**src/logic/clkgen_pkg.sv**
```systemverilog
// Constants shared by the clock output control logic
package clkgen_pkg;
    // Serial-bus addresses selected by the address strap
    localparam logic [6:0] BUS_ADDR_STRAP_LOW = 7'h68;
    localparam logic [6:0] BUS_ADDR_STRAP_HIGH = 7'h6A;

    // Register byte offsets
    localparam logic [7:0] CTRL_OFFSET = 8'h00;
    localparam logic [7:0] STATUS_OFFSET = 8'h04;

    // Control register field positions
    localparam int PAIR_EN_LSB = 0;
    localparam int REF_ENABLE_BIT = 8;
    localparam int REF_RUN_PD_BIT = 9;
    localparam int PARK_LSB = 16;

    // Control register reset values
    localparam logic [5:0] PAIR_EN_RESET = 6'h3F;
    localparam logic REF_ENABLE_RESET = 1'b1;
    localparam logic REF_RUN_PD_RESET = 1'b0;
    localparam logic [1:0] PARK_RESET = 2'h0;

    // Status register field positions
    localparam int STAT_ADDR_LSB = 0;
    localparam int STAT_SPREAD_LSB = 8;
    localparam int STAT_LOCK_BIT = 12;
    localparam int STAT_STARTED_BIT = 13;
    localparam int STAT_PD_BIT = 14;
    localparam int STAT_RUN_LSB = 16;

    // AXI responses
    localparam logic [1:0] RESP_OKAY = 2'h0;
    localparam logic [1:0] RESP_SLVERR = 2'h2;

    // Three-level strap as seen by the pin receiver
    typedef enum logic [1:0] {
        STRAP_LOW,
        STRAP_MID,
        STRAP_HIGH
    } strap_level_t;

    // Spread amount applied to the PLL
    typedef enum logic [1:0] {
        SPREAD_OFF,
        SPREAD_QUARTER,
        SPREAD_HALF
    } spread_sel_t;
endpackage

```
**src/logic/clock_output_power_gating.sv**
```systemverilog
// Output gating, strap capture and register access of the clock generator
`timescale 1ns/10ps
`default_nettype none
module clock_output_power_gating
    import clkgen_pkg::*;
#(
    parameter int PAIRS = 6
) (
    input wire logic clk,
    input wire logic rst,
    input wire logic power_good_power_down_n,
    input wire logic pll_lock,
    input wire logic ref_clk_in,
    input wire logic bus_address_strap_in,
    output logic bus_address_strap_out,
    output logic bus_address_strap_oe,
    input wire logic [1:0] spread_strap_level,
    input wire logic [PAIRS-1:0] pair_enable_n,
    output logic [PAIRS-1:0] diff_clock_pair_true,
    output logic [PAIRS-1:0] diff_clock_pair_comp,
    output logic [6:0] bus_address,
    output logic [1:0] spread_select,
    input wire logic [7:0] s_axi_awaddr,
    input wire logic s_axi_awvalid,
    output logic s_axi_awready,
    input wire logic [31:0] s_axi_wdata,
    input wire logic [3:0] s_axi_wstrb,
    input wire logic s_axi_wvalid,
    output logic s_axi_wready,
    output logic [1:0] s_axi_bresp,
    output logic s_axi_bvalid,
    input wire logic s_axi_bready,
    input wire logic [7:0] s_axi_araddr,
    input wire logic s_axi_arvalid,
    output logic s_axi_arready,
    output logic [31:0] s_axi_rdata,
    output logic [1:0] s_axi_rresp,
    output logic s_axi_rvalid,
    input wire logic s_axi_rready
);
    logic started_q;
    logic addr_strap_q;
    spread_sel_t spread_q;
    logic [PAIRS-1:0] pair_en_q;
    logic ref_enable_q;
    logic ref_run_pd_q;
    logic [1:0] park_q;
    logic phase_q;
    logic [PAIRS-1:0] gate_q;
    logic [PAIRS-1:0] true_q;
    logic [PAIRS-1:0] comp_q;
    logic ref_out_q;
    logic ref_oe_q;
    logic bvalid_q;
    logic [1:0] bresp_q;
    logic rvalid_q;
    logic [31:0] rdata_q;
    logic [1:0] rresp_q;

    wire first_pg = power_good_power_down_n && !started_q;
    // Power-good low after start-up is power-down, not a reset
    wire powered_down = started_q && !power_good_power_down_n;
    wire outputs_live = started_q && power_good_power_down_n && pll_lock;
    wire [PAIRS-1:0] pair_run = {PAIRS{outputs_live}} & pair_en_q
        & ~pair_enable_n;
    wire ref_running = started_q && ref_enable_q
        && (power_good_power_down_n || ref_run_pd_q);
    spread_sel_t spread_d;
    assign spread_d = (spread_strap_level == STRAP_HIGH) ? SPREAD_HALF :
        (spread_strap_level == STRAP_MID) ? SPREAD_QUARTER :
        SPREAD_OFF;

    // Strap capture happens on a clock edge, never under reset
    always_ff @(posedge clk or posedge rst) begin
        if (rst) begin
            started_q <= 1'b0;
            addr_strap_q <= 1'b0;
            spread_q <= SPREAD_OFF;
        end else if (first_pg) begin
            started_q <= 1'b1;
            addr_strap_q <= bus_address_strap_in;
            spread_q <= spread_d;
        end
    end

    assign bus_address = addr_strap_q ? BUS_ADDR_STRAP_HIGH
        : BUS_ADDR_STRAP_LOW;
    assign spread_select = spread_q;

    // Gates follow their request only at the end of a full period
    always_ff @(posedge clk or posedge rst) begin
        if (rst) begin
            phase_q <= 1'b0;
            gate_q <= '0;
        end else begin
            phase_q <= !phase_q;
            if (phase_q) begin
                gate_q <= pair_run;
            end
        end
    end

    always_ff @(posedge clk or posedge rst) begin
        if (rst) begin
            true_q <= '0;
            comp_q <= '0;
        end else begin
            for (int i = 0; i < PAIRS; i++) begin
                true_q[i] <= gate_q[i] ? phase_q : park_q[1];
                comp_q[i] <= gate_q[i] ? !phase_q : park_q[0];
            end
        end
    end
    assign diff_clock_pair_true = true_q;
    assign diff_clock_pair_comp = comp_q;

    // Pin stays an input until the strap has been read
    always_ff @(posedge clk or posedge rst) begin
        if (rst) begin
            ref_out_q <= 1'b0;
            ref_oe_q <= 1'b0;
        end else begin
            ref_oe_q <= started_q;
            ref_out_q <= ref_running && ref_clk_in;
        end
    end
    assign bus_address_strap_out = ref_out_q;
    assign bus_address_strap_oe = ref_oe_q;

    // Register slave: write address and data are taken together
    wire wr_take = s_axi_awvalid && s_axi_wvalid && !bvalid_q;
    wire wr_ctrl = wr_take && (s_axi_awaddr == CTRL_OFFSET);
    wire wr_ok = wr_ctrl || (s_axi_awaddr == STATUS_OFFSET);
    wire rd_take = s_axi_arvalid && !rvalid_q;
    wire [31:0] ctrl_word = {14'h0000, park_q, 6'h00, ref_run_pd_q,
        ref_enable_q, 2'h0, pair_en_q};
    wire [31:0] status_word = {10'h000, pair_run, 1'b0, powered_down,
        started_q, pll_lock, 2'h0, spread_q, 1'b0, bus_address};
    wire rd_ctrl = s_axi_araddr == CTRL_OFFSET;
    wire rd_stat = s_axi_araddr == STATUS_OFFSET;
    wire [31:0] rd_word = rd_ctrl ? ctrl_word :
        rd_stat ? status_word : 32'h0000_0000;

    assign s_axi_awready = wr_take;
    assign s_axi_wready = wr_take;
    assign s_axi_arready = rd_take;

    // Defaults run every output with no bus traffic at all
    always_ff @(posedge clk or posedge rst) begin
        if (rst) begin
            pair_en_q <= PAIR_EN_RESET;
            ref_enable_q <= REF_ENABLE_RESET;
            ref_run_pd_q <= REF_RUN_PD_RESET;
            park_q <= PARK_RESET;
        end else if (wr_ctrl) begin
            if (s_axi_wstrb[0]) begin
                pair_en_q <= s_axi_wdata[PAIR_EN_LSB +: PAIRS];
            end
            if (s_axi_wstrb[1]) begin
                ref_enable_q <= s_axi_wdata[REF_ENABLE_BIT];
                ref_run_pd_q <= s_axi_wdata[REF_RUN_PD_BIT];
            end
            if (s_axi_wstrb[2]) begin
                park_q <= s_axi_wdata[PARK_LSB +: 2];
            end
        end
    end

    always_ff @(posedge clk or posedge rst) begin
        if (rst) begin
            bvalid_q <= 1'b0;
            bresp_q <= RESP_OKAY;
            rvalid_q <= 1'b0;
            rdata_q <= 32'h0000_0000;
            rresp_q <= RESP_OKAY;
        end else begin
            if (wr_take) begin
                bvalid_q <= 1'b1;
                bresp_q <= wr_ok ? RESP_OKAY : RESP_SLVERR;
            end else if (s_axi_bready) begin
                bvalid_q <= 1'b0;
            end
            if (rd_take) begin
                rvalid_q <= 1'b1;
                rdata_q <= rd_word;
                rresp_q <= (rd_ctrl || rd_stat) ? RESP_OKAY : RESP_SLVERR;
            end else if (s_axi_rready) begin
                rvalid_q <= 1'b0;
            end
        end
    end
    assign s_axi_bvalid = bvalid_q;
    assign s_axi_bresp = bresp_q;
    assign s_axi_rvalid = rvalid_q;
    assign s_axi_rdata = rdata_q;
    assign s_axi_rresp = rresp_q;
endmodule
`default_nettype wire

```
**config.mk**
```make
export PLATFORM = sky130hd
export DESIGN_NAME = clock_output_power_gating
export DESIGN_NICKNAME = d
export VERILOG_FILES = /design/src/logic/clkgen_pkg.sv /design/src/logic/clock_output_power_gating.sv
export SDC_FILE = /design/constraint.sdc
export NUM_CORES = 1
export LEC_CHECK = 0
export ABC_AREA = 1
export BUFFER_PORTS_ARGS = -buffer_cell sky130_fd_sc_hd__buf_2
export CAP_MARGIN = 20
export CORE_AREA = 2 2 84 86
export DETAILED_ROUTE_END_ITERATION = 8
export DIE_AREA = 0 0 86 88
export PLACE_DENSITY_LB_ADDON = 0.05
export SETUP_SLACK_MARGIN = 0.2
export SYNTH_ARGS = -nofsm -noshare
export SYNTH_HDL_FRONTEND = slang
export SYNTH_SLANG_ARGS = --single-unit
```
**constraint.sdc**
```tcl
create_clock -name clk -period 1.4 [get_ports clk]
set_input_delay 0.07 -clock clk [delete_from_list [all_inputs] [get_ports clk]]
set_output_delay 0.07 -clock clk [all_outputs]
set_load 0.005 [all_outputs]
```
==> results of run 1 <==
-- power by group through the flow --
| stage | Sequential [mW] | Combinational, mW | Clock, mW |
|---|---|---|---|
| floorplan | 1.73 | 0.196 | 0 |
| global placement | 1.73 | 0.292 | 0 |
| detailed placement | 1.73 | 0.296 | 0 |
| CTS | 1.70 | 0.369 | 1.78 |
| global route | 1.70 | 0.447 | 1.84 |
| finish | 1.70 | 0.399 | 1.76 |
-- metal layers --
metal,routed length (um),track usage [%]
met5,0,0
met4,61,7.071
met3,349,3.676
met2,3000,27.06
met1,2725,22.00
-- synth_stat cells, drive strengths merged (6+ instances only) --
| library cell | n |
|---|---|
| dfrtp | 50 |
| nor2 | 23 |
| nand2 | 85 |
| dfstp | 7 |
| a21oi | 6 |
| nand3 | 26 |
| buf | 30 |
| o21ai | 13 |
| inv | 33 |
| nand4 | 11 |
-- worst register-to-register path, stage by stage, from the launching register on --
cell     delay, ns
dfrtp_1       0.39
inv_2         0.08
nand3_4       0.09
nor2_4        0.14
buf_4         0.14
nand3_4       0.11
nand2_1       0.09
nand2_1       0.05
-- path summary, 6_finish.rpt --
path	to	slack, ns
worst max-delay path	pair_en_q[4]$_DFFE_PP1P_	0.24
worst min-delay path	s_axi_rdata[18]$_DFFE_PP0P_	0.02
worst max register to register	pair_en_q[4]$_DFFE_PP1P_	0.24
worst min register to register	diff_clock_pair_comp[5]$_DFF_PP0_	0.44
max in group asynchronous	pair_en_q[1]$_DFFE_PP1P_	0.74
min in group asynchronous	diff_clock_pair_comp[2]$_DFF_PP0_	0.36
-- layout make-up --
type | instances | area share, %
clock inverter | 5 | 2.104
clock buffer | 11 | 4.106
multi-input combinational | 193 | 27.18
sequential | 57 | 38.95
timing repair buffer | 124 | 21.28
inverter | 33 | 3.665
tap | 80 | 2.715
-- registers in the layout, summed over array words and instances (netlist names) --
signal and cells:
s_axi_bresp 1, s_axi_rvalid 1, s_axi_rdata 18, phase_q 1
gate_q 6, s_axi_rresp 1, diff_clock_pair_true 6, ref_enable_q 1
addr_strap_q 1, pair_en_q 6, bus_address_strap_out 1, s_axi_bvalid 1
park_q 2, spread_select 2, started_q 1, ref_run_pd_q 1
bus_address_strap_oe 1, diff_clock_pair_comp 6
-- what timing repair did --
action,in CTS,in global routing
setup endpoints to repair,10,21
setup buffers,7,5
endpoints found under the hold margin,69,0
pin swaps,1,6
resized for setup,5,9
hold buffers,21,0
-- cell families after synthesis --
logic type             share of synthesized area [%]
DFF                                            53.77
AOI/OAI and AO/OA                              4.970
and+or+nand+nor                                27.80
buffers and inverters                          13.17
other                                         0.2814
==> summary.txt, run 1 <==
Drt
  • Routed via count: 2,283
  • Via/cell ratio: about 4.5
  • Final WL: about 6.1 mm
  • Detail Route Antenna Nets: 0
  • # DRC: 0
  • First-iteration detailed-routing DRC count: 83
  • DRT Pass-1 Iters: 4
  • Wire per inst: about 12 um

Flow run
  • Max-Cap Viols: 0

Yosys
  • Average size of a mapped cell: about 9 um^2
  • Top cells by area, synth: dfrtp_1 47%, nand2_1 11%, buf_4 7.0%
  • Syn. warnings: 0
  • Synth top area share: between 40% and 50%
  • Yosys top cell by area: dfrtp_1
  • Netlist cell types: 28
  • Mapped Cells: between 200 and 300
  • Mapped cell area: about 2700 um^2
  • Register area share after synthesis: between 50% and 60%
  • Post-synth EDFFs: 0
  • Ys flop type: dfrtp_1
  • Async SR Flop Fraction: 100.0%
  • Synthesized flop and latch total: 57

Clock network
  • H-Tree Depth: 3
  • Clk_lat worst skew: between 0.3 and 0.4 ns
  • CTS Buffer Depth: 2
  • Worst-path clk slew: 0.06 ns
  • CTS tree: done
  • Num CTS Buffers: 9
  • Clock Sinks: 57
  • CTS root buffer: clkbuf_8

Timing
  • Final Worst Setup Slack: around 0.24 ns
  • Fin Setup TNS: 0 ns
  • Crit path time final: roughly 1.2 ns
  • Period Utilization, post-route: 82.92%
  • Setup Viol. Count Final: 0
  • Worst hold slack: approximately 0.018 ns
  • Unrepaired setup endpoints after global routing: true
  • Max Slew Vio Count: 0
  • Fmax: about 860 MHz
  • Final Hold Viols: 0
  • Clock skew: 0.007926 ns

Final layout
  • Final core occ: roughly 55%
  • Post-route cell area: about 3700 um^2
  • Ant. Diodes: 0
  • Layout Cells excl Fill: a little over 500
  • Most common cell after layout, fill and taps aside: buf_2
  • Area delta synth->final: 38.16%
  • Commonest non-fill, non-tap cells in the layout: 89 x buf_2, 79 x nand2_1, 49 x dfrtp_1, 28 x inv_1, 23 x nand3_1
  • Share of post-route cells with drive strength above 1: between 30% and 40%
  • Reg area: about 1400 um^2
  • FILL cells: roughly 640
  • Multi-input logic area: roughly 1000 um^2
  • NumNets Final: about 500

Power
  • Switching pwr: roughly 0.9 mW
  • P_leak: between 2 and 2.5 nW
  • PwrDens: approximately 1000 nW/um^2
  • Net Sw Frac: roughly a quarter
  • Flop pwr share: a little over two fifths
  • Clock network power share: 45.6%
  • Cell Int Power: slightly below 3 mW
  • Logic pwr share: between 10% and 20%
  • Pwr Total: approximately 3.9 mW
  • Worst vdd ir: 0.4523 mV

Global route
  • Grt total ovfl: 0
  • Total global-route track usage: approximately 17%
  • Initial antenna violation count: 0
  • First-pass GRT wire length: ~9.9 mm
  • Largest net degree at the start of global routing: 58
  • Vias in the first global route: ~2.2k

Critical path
  • Startpoint types: register
  • CP top delay family: simple AND/OR/NAND/NOR gates
  • Highest-delay cell along the critical path: dfrtp_1
  • Worst path depth: 7
  • R2R depth: 7
  • Worst path bufs/invs: 2
  • Worst setup startpoint: s_axi_bvalid$_DFFE_PP0P_
  • CP peak stage delay: a little under 0.4 ns
  • Crit-path cells: inv_2 > nand3_4 > nor2_4 > buf_4 > nand3_4 > nand2_1 > nand2_1
  • Worst r2r src: s_axi_bvalid$_DFFE_PP0P_
  • CP Max Fanout: 6
  • WP data required: around 1.7 ns
  • Crit end category: register
  • CP Class: register to register
  • Crit path arrival time: ~1.4 ns

Run status
  • Status: finished clean

Worst hold path
  • Hold wc startpoint: pair_enable_n[2]
  • Hold Path Depth: 4
  • Min-delay worst type: input pin to register

Floorplan
  • Die Span X: approximately 86 um
  • Initial Util: 40.17%
  • Die Ht: around 88 um
  • DIE AREA: roughly 7600 um^2
  • IO Count: approximately 140
  • Core area: roughly 6600 um^2
  • # rows: 30

Place
  • HPWL after detailed placement: between 4 and 5 mm
  • Placed Area: 3095 um^2
  • Pre-CTS setup slack: between 0.15 and 0.2 ns
  • GP Congestion: ~0.73
  • Dpl cells: 454
  • Port-buffer cells: roughly 90
No activity file was read; power rests on OpenSTA's default activity.
==> inputs of run 2 (changes only) <==
- ABC_AREA: 1 -> 0
- CORE_AREA: 2 2 84 86 -> 2 2 83 85
- DIE_AREA: 0 0 86 88 -> 0 0 85 87
- clock period: 1.4 -> 1 ns (I/O delays scaled with it)
==> run 2 against run 1 <==
Effect of this change: clock skew rose by 0.0014 ns; die area fell by 2.3%; area after synthesis fell by 4.4%; register-to-register slack got worse by 0.54 ns; critical path type unchanged; critical endpoint is now pair_en_q[1]$_DFFE_PP1P_; flip-flop and latch count did not move; non-clock buffer count rose by 56; largest cell class unchanged; the run now ends with negative hold slack, negative setup slack left; core utilization rose by 14 points; count of clock-buffer cells in the layout fell by 2.
==> summary.txt, run 2 <==
Run status
  • Status: finished, violations left (was finished clean)
  • Failing checks: negative hold slack, negative setup slack

Yosys
  • Register area share after synthesis: 56.23% (was 53.77%)
  • Synthesized flop and latch total: 57 (unchanged)
  • Ys flop type: dfrtp_1 (unchanged)
  • Mapped Cells: 228 (was 293)
  • Count leader, synth: dfrtp_1 (was nand2_1)
  • Average size of a mapped cell: 11.19 um^2 (was 9.109 um^2)
  • Top cells by area, synth: dfrtp_1 49%, dfstp_2 7.2%, buf_4 7.1% (was dfrtp_1 47%, nand2_1 11%, buf_4 7.0%)
  • Syn. warnings: 0 (unchanged)
  • Yosys top cell by area: dfrtp_1 (unchanged)
  • Post-synth EDFFs: 0 (unchanged)
  • Mapped cell area: 2552 um^2 (was 2669 um^2)
  • Async SR Flop Fraction: 100.0% (unchanged)
  • Synth top area share: 49.02% (was 46.88%)
  • Most frequent cells after synthesis: 50 x dfrtp_1, 27 x nand2_1, 24 x buf_4 (was 80 x nand2_1, 50 x dfrtp_1, 29 x inv_1)
  • Netlist cell types: 35 (was 28)

Final layout
  • Area delta synth->final: 78.28% (was 38.16%)
  • NumNets Final: 477 (was 489)
  • Multi-input logic area: 1313 um^2 (was 1002 um^2)
  • Post-route cell area: 4551 um^2 (was 3687 um^2)
  • Reg area: 1436 um^2 (unchanged)
  • Share of post-route cells with drive strength above 1: 65.94% (was 36.17%)
  • FILL cells: 495 (was 637)
  • Commonest non-fill, non-tap cells in the layout: 85 x buf_2, 49 x dfrtp_1, 41 x buf_4, 23 x buf_6 (was 89 x buf_2, 79 x nand2_1, 49 x dfrtp_1, 28 x inv_1, 23 x nand3_1)
  • Max reg flops: 18 (unchanged)
  • Most common cell after layout, fill and taps aside: buf_2 (unchanged)
  • Ant. Diodes: 0 (unchanged)

Floorplan
  • Initial Util: 38.86% (was 40.17%)
  • Core area: 6569 um^2 (was 6644 um^2)
  • DIE AREA: 7395 um^2 (was 7568 um^2)
  • Die Ht: 87 um (was 88 um)
  • Die Span X: 85 um (was 86 um)
  • # rows: 30 (unchanged)
  • IO Count: 135 (unchanged)

Global route
  • Total global-route track usage: 18.92% (was 16.81%)
  • Largest net degree at the start of global routing: 58 (unchanged)
  • Grt total ovfl: 0 (unchanged)
  • First-pass GRT wire length: 10.77 mm (was 9.908 mm)
  • Vias in the first global route: 2,184 (was 2,158)
  • Initial antenna violation count: 0 (unchanged)

Clock network
  • CTS root buffer: clkbuf_8 (unchanged)
  • CTS tree: done (unchanged)
  • Worst-path clk slew: 0.07 ns (was 0.06 ns)
  • Hold_buf cts: 22 (was 21)
  • H-Tree Depth: 3 (unchanged)
  • Clk_lat worst skew: 0.34 ns (was 0.33 ns)
  • Clock Sinks: 57 (unchanged)
  • Num CTS Buffers: 9 (unchanged)
  • CTS Buffer Depth: 2 (unchanged)

Timing
  • Period Utilization, post-route: 130.5% (was 82.92%)
  • Unrepaired setup endpoints after global routing: true (unchanged)
  • Fmax: 766.5 MHz (was 861.4 MHz)
  • Worst hold slack: -0.01662 ns (was 0.01768 ns)
  • Final Hold Viols: 1 (was 0)
  • Final Worst Setup Slack: -0.3046 ns (was 0.2391 ns)
  • Setup Viol. Count Final: 37 (was 0)
  • Clock skew: 0.009291 ns (was 0.007926 ns)
  • Crit path time final: 1.305 ns (was 1.161 ns)
  • Max Slew Vio Count: 0 (unchanged)

Critical path
  • Crit end category: register (unchanged)
  • WP data required: 1.27 ns (was 1.66 ns)
  • Startpoint types: register (unchanged)
  • CP peak stage delay: 0.38 ns (was 0.39 ns)
  • Crit-path cells: and4bb_2 > nand4_4 > mux2_4 (was inv_2 > nand3_4 > nor2_4 > buf_4 > nand3_4 > nand2_1 > nand2_1)
  • CP Class: register to register (unchanged)
  • CP Max Fanout: 6 (unchanged)
  • Crit path arrival time: 1.57 ns (was 1.42 ns)
  • Highest-delay cell along the critical path: dfrtp_1 (unchanged)

Power
  • PwrDens: 1252 nW/um^2 (was 1046 nW/um^2)
  • Logic pwr share: 15.2% (was 10.3%)
  • Worst vdd ir: 0.9149 mV (was 0.4523 mV)
  • P_leak: 2.306 nW (was 2.079 nW)
  • Clock network power share: 43.1% (was 45.6%)
  • Switching pwr: 1.447 mW (was 0.8997 mW)
  • Net Sw Frac: 25.38% (was 23.32%)
  • Cell Int Power: 4.252 mW (was 2.959 mW)
  • Flop pwr share: 41.7% (was 44.0%)

Flow run
  • Max-Cap Viols: 0 (unchanged)

Drt
  • Routed via count: 2,284 (was 2,283)
  • Wire per inst: 14.53 um (was 12.20 um)
  • DRT Pass-1 Iters: 4 (unchanged)
  • Final WL: 7.136 mm (was 6.136 mm)
  • Detail Route Antenna Nets: 0 (unchanged)
  • Via/cell ratio: 4.652 (was 4.539)
  • # DRC: 0 (unchanged)
  • First-iteration detailed-routing DRC count: 66 (was 83)

Place
  • Placed Area: 3241 um^2 (was 3095 um^2)
  • Pre-CTS setup slack: -0.3062 ns (was 0.1684 ns)
  • Port-buffer cells: 89 (unchanged)
  • HPWL after detailed placement: 4.283 mm (was 4.206 mm)
  • GP Congestion: 0.6948 (was 0.7344)

Worst hold path
  • Min-delay worst type: input pin to register (unchanged)
[run 2: changes by cell type after synthesis, sizes merged, moves of 3 or more]
cell | before | now
nand2 | 85 | 27
nand3 | 26 | 2
inv | 33 | 11
mux2 | 0 | 17
nor2 | 23 | 9
o31ai | 1 | 11
nand4 | 11 | 3
nand4b | 0 | 8
clkbuf | 0 | 7
buf | 30 | 26
nand2b | 0 | 4
nor2b | 0 | 4
a31oi | 0 | 3
mux2i | 0 | 3
[run 2: through the flow]
stage                     TNS, ns  total power, mW  instances  util [%]
final                      -6.910            5.698        491     69.28
after global routing       -9.154            5.953        491     69.28
after CTS                  -6.478            5.625        464     61.49
after detailed placement   -4.473            2.911        406     49.33
after global placement     -3.997            2.908        406     49.33
after floorplan            -2.885            2.737        248         -
[run 2: layout make-up]
type | instances | share of cell area (%)
clock buffers | 9 | 2.722
clock inverters | 7 | 2.255
inverters | 11 | 1.265
multi-input cells | 147 | 28.84
flip-flops and latches | 57 | 31.56
well taps | 80 | 2.200
repair buffers | 180 | 31.15
[run 2: worst max-delay path: cells and delay by family (launching register included)]
kind	cells	cell delay (ns)
AND/OR/NAND/NOR	2	0.51
multiplexers	1	0.34
flip-flops	1	0.38
[run 2: final timing paths]
| kind | startpoint | to | slack, ns | cells after the start |
|---|---|---|---|---|
| min | pair_enable_n[0] | gate_q[0]$_DFFE_PP0P_ | -0.02 | 4 |
| min reg2reg | s_axi_bresp[1]$_DFFE_PP0P_ | s_axi_bresp[1]$_DFFE_PP0P_ | 0.48 | 1 |
| max in group asynchronous | rst | pair_en_q[0]$_DFFE_PP1P_ | 0.35 | 4 |
| max reg2reg | s_axi_bvalid$_DFFE_PP0P_ | pair_en_q[1]$_DFFE_PP1P_ | -0.30 | 3 |
| min in group asynchronous | rst | s_axi_rdata[6]$_DFFE_PP0P_ | 0.31 | 4 |
| max | s_axi_bvalid$_DFFE_PP0P_ | pair_en_q[1]$_DFFE_PP1P_ | -0.30 | 3 |
[run 2: cells by family after synthesis]
logic type / after synthesis / share of synthesized area [%]
other: 2 / 0.2942
buffers and inverters: 44 / 10.05
AND/OR/NAND/NOR: 65 / 14.90
AO/OA/AOI/OAI: 40 / 9.853
multiplexers: 20 / 8.676
flip-flops: 57 / 56.23
[run 2: routing by layer]
metal / vias to the layer above / track usage [%] / part of all wire, %
li1: 1098 / - / -
met1: 1103 / 23.81 / 41
met2: 76 / 31.46 / 51
met3: 7 / 5.308 / 6.3
met4: 0 / 6.494 / 1.1
met5: - / 0 / 0
[run 2: what timing repair did]
item                       CTS  global route
pin swaps                   15            14
setup endpoints to repair   97            97
hold endpoints to repair    74             1
gates resized for setup     44            65
buffers inserted            18            24
gates cloned                 2             3
[run 2: power groups by stage]
stage,clock network (mW),registers (mW),logic (mW)
final,2.45,2.38,0.866
after global routing,2.63,2.38,0.937
after CTS,2.51,2.37,0.744
after detailed placement,0,2.42,0.492
after global placement,0,2.42,0.490
after floorplan,0,2.42,0.315
==> inputs of run 3 (changes only) <==
- BUFFER_PORTS_ARGS: -buffer_cell sky130_fd_sc_hd__buf_2 -> unset
- CORE_AREA: 2 2 83 85 -> 2 2 71 73
- DIE_AREA: 0 0 85 87 -> 0 0 73 75
- DONT_BUFFER_PORTS: unset -> 1
==> run 3 against run 2 <==
Effect of this change: the flow still finishes with violations (negative hold slack, negative setup slack); worst setup slack worse by 0.042 ns; sequential power about the same; clock power down 4%; highest routed layer unchanged.
==> summary.txt, run 3 (same netlist as run 2, synthesis figures left out) <==
Run status
  • Status: finished, violations left (unchanged)
  • Failing checks: negative hold slack, negative setup slack (unchanged)

Floorplan
  • Initial Util: 54.77% (was 38.86%)
  • Die Span X: 73 um (was 85 um)
  • Core area: 4661 um^2 (was 6569 um^2)
  • Die Ht: 75 um (was 87 um)
  • IO Count: 135 (unchanged)
  • # rows: 25 (was 30)
  • DIE AREA: 5475 um^2 (was 7395 um^2)

Drt
  • # DRC: 0 (unchanged)
  • Wire per inst: 21.17 um (was 14.53 um)
  • DRT Pass-1 Iters: 4 (unchanged)
  • Detail Route Antenna Nets: 0 (unchanged)
  • Final WL: 7.495 mm (was 7.136 mm)
  • First-iteration detailed-routing DRC count: 127 (was 66)
  • Via/cell ratio: 5.780 (was 4.652)
  • Routed via count: 2,046 (was 2,284)

Critical path
  • RR Endpoint: pair_en_q[0]$_DFFE_PP1P_ (was pair_en_q[1]$_DFFE_PP1P_)
  • Startpoint types: register (unchanged)
  • Crit path arrival time: 1.61 ns (was 1.57 ns)
  • CP Class: register to register (unchanged)
  • WP data required: 1.26 ns (was 1.27 ns)
  • Worst r2r src: s_axi_bvalid$_DFFE_PP0P_ (unchanged)
  • Crit end category: register (unchanged)
  • R2R depth: 3 (unchanged)
  • Reg2Reg Setup Slack: -0.35 ns (was -0.30 ns)
  • CP Max Fanout: 6 (unchanged)
  • Worst setup startpoint: s_axi_bvalid$_DFFE_PP0P_ (unchanged)

Power
  • Flop pwr share: 43.6% (was 41.7%)
  • Clock network power share: 42.6% (was 43.1%)
  • Switching pwr: 1.356 mW (was 1.447 mW)
  • Worst vdd ir: 1.028 mV (was 0.9149 mV)
  • Logic pwr share: 13.8% (was 15.2%)
  • Net Sw Frac: 24.70% (was 25.38%)
  • PwrDens: 1387 nW/um^2 (was 1252 nW/um^2)
  • P_leak: 1.813 nW (was 2.306 nW)
  • Cell Int Power: 4.132 mW (was 4.252 mW)

Clock network
  • Worst-path clk slew: 0.06 ns (was 0.07 ns)
  • CTS tree: done (unchanged)
  • CTS root buffer: clkbuf_8 (unchanged)
  • Clock Sinks: 57 (unchanged)
  • CTS Buffer Depth: 2 (unchanged)
  • Hold_buf cts: 24 (was 22)
  • H-Tree Depth: 3 (unchanged)
  • Clk_lat worst skew: 0.34 ns (about the same)
  • Num CTS Buffers: 9 (unchanged)

Place
  • Pre-CTS setup slack: -0.3274 ns (was -0.3062 ns)
  • GP Congestion: 0.8721 (was 0.6948)
  • HPWL after detailed placement: 4.112 mm (was 4.283 mm)
  • Port-buffer cells: 0 (was 89)

Final layout
  • FILL cells: 234 (was 495)
  • Ant. Diodes: 0 (unchanged)
  • Most common cell after layout, fill and taps aside: dfrtp_1 (was buf_2)
  • Share of post-route cells with drive strength above 1: 52.67% (was 65.94%)
  • NumNets Final: 366 (was 477)
  • Max reg flops: 18 (unchanged)
  • Commonest non-fill, non-tap cells in the layout: 48 x dfrtp_1, 23 x dlygate4sd3_1, 22 x conb_1, 22 x buf_6, 12 x nand2_2 (was 85 x buf_2, 49 x dfrtp_1, 41 x buf_4, 23 x buf_6)
  • Area delta synth->final: 54.95% (was 78.28%)

Timing
  • Fmax: 742.7 MHz (was 766.5 MHz)
  • Worst hold slack: -0.03143 ns (was -0.01662 ns)
  • Unrepaired setup endpoints after global routing: true (unchanged)
  • Setup Viol. Count Final: 46 (was 37)
  • Final Worst Setup Slack: -0.3464 ns (was -0.3046 ns)
  • Slew @ Worst Pin: slightly above 0.6 ns
  • Max Slew Vio Count: 0 (unchanged)
  • Slew headroom: about three fifths
  • Clock skew: 0.01050 ns (was 0.009291 ns)
  • Final Hold Viols: 3 (was 1)
  • Crit path time final: 1.346 ns (was 1.305 ns)
  • Fin Setup TNS: -7.495 ns (was -6.910 ns)
  • Period Utilization, post-route: 134.6% (was 130.5%)

Global route
  • First-pass GRT wire length: 10.53 mm (was 10.77 mm)
  • Largest net degree at the start of global routing: 26 (was 58)
  • Grt total ovfl: 0 (unchanged)
  • Total global-route track usage: 26.24% (was 18.92%)
  • Initial antenna violation count: 0 (unchanged)
  • Vias in the first global route: 2,211 (was 2,184)

Worst hold path
  • Hold wc startpoint: s_axi_awaddr[6] (was pair_enable_n[0])
  • Min-Delay Endpoint: s_axi_bresp[1]$_DFFE_PP0P_ (was gate_q[0]$_DFFE_PP0P_)
  • Hold Path Depth: 3 (was 4)
  • Min-delay worst type: input pin to register (unchanged)

Flow run
  • Max-Cap Viols: 0 (unchanged)
-- run 3: changes by cell type in the layout (fill, tap and decap cells not counted), moves of 3 or more --
cell / previous run / this run
o31ai_4: 4 / 8
buf_2: 85 / 0
clkinv_4: 3 / 0
buf_4: 41 / 11
clkinv_2: 0 / 5
buf_8: 0 / 4
o31ai_2: 6 / 3
-- run 3: cell type report --
type                    count  area (um^2)  area share, %
clock buffers               9        123.9          3.132
clock inverters             7        85.08          2.151
inverters                  11        57.56          1.455
multi-input cells         147         1358          34.32
flip-flops and latches     57         1438          36.35
well taps                  54        67.56          1.708
repair buffers             69        825.8          20.88
-- run 3: through the flow --
step | hold WS (ns) | cells | cell area, um^2 | utilization (%) | power, mW
after floorplan | 0.1306 | 248 | 2769 | - | 2.737
after global placement | -0.05760 | 293 | 2778 | 59.60 | 2.743
after detailed placement | -0.05110 | 293 | 2778 | 59.60 | 2.756
after CTS | -0.02810 | 351 | 3732 | 80.08 | 5.389
after global routing | -0.03308 | 354 | 3955 | 84.86 | 5.669
final | -0.03143 | 354 | 3955 | 84.86 | 5.487
-- run 3: critical path, cell delays in order (launching register included) --
cell	delay (ns)
dfrtp_1	0.38
and4bb_2	0.35
nand4_4	0.17
mux2_4	0.37
-- run 3: worst max path at each step --
stage | end | slack [ns] | cells after the start
global route | pair_en_q[0]$_DFFE_PP1P_ | -0.37 | 3
detailed placement | pair_en_q[0]$_DFFE_PP1P_ | -0.33 | 3
global placement | pair_en_q[1]$_DFFE_PP1P_ | -0.28 | 3
CTS | pair_en_q[0]$_DFFE_PP1P_ | -0.32 | 3
floorplan | pair_en_q[0]$_DFFE_PP1P_ | -0.26 | 3
finish | pair_en_q[0]$_DFFE_PP1P_ | -0.35 | 3
-- run 3: power by group through the flow --
stage          registers [mW]  logic, mW  clock network, mW
2_1_floorplan            2.42      0.315                  0
3_3_place_gp             2.43      0.315                  0
3_5_place_dp             2.43      0.326                  0
4_1_cts                  2.39      0.662               2.34
5_1_grt                  2.40      0.800               2.47
6_report                 2.39      0.756               2.34
-- run 3: timing repair --
action	CTS	global route
buffers inserted	12	2
gates resized for setup	76	49
cloned	6	1
endpoints found under the hold margin	96	4
pin swaps	14	16
setup endpoints to repair	68	89
-- run 3: routing by layer --
layer | GRT usage, % | share of wire (%)
met1 | 28.67 | 35
met2 | 47.05 | 57
met3 | 6.827 | 6.7
met4 | 13.37 | 1.5
met5 | 0 | 0
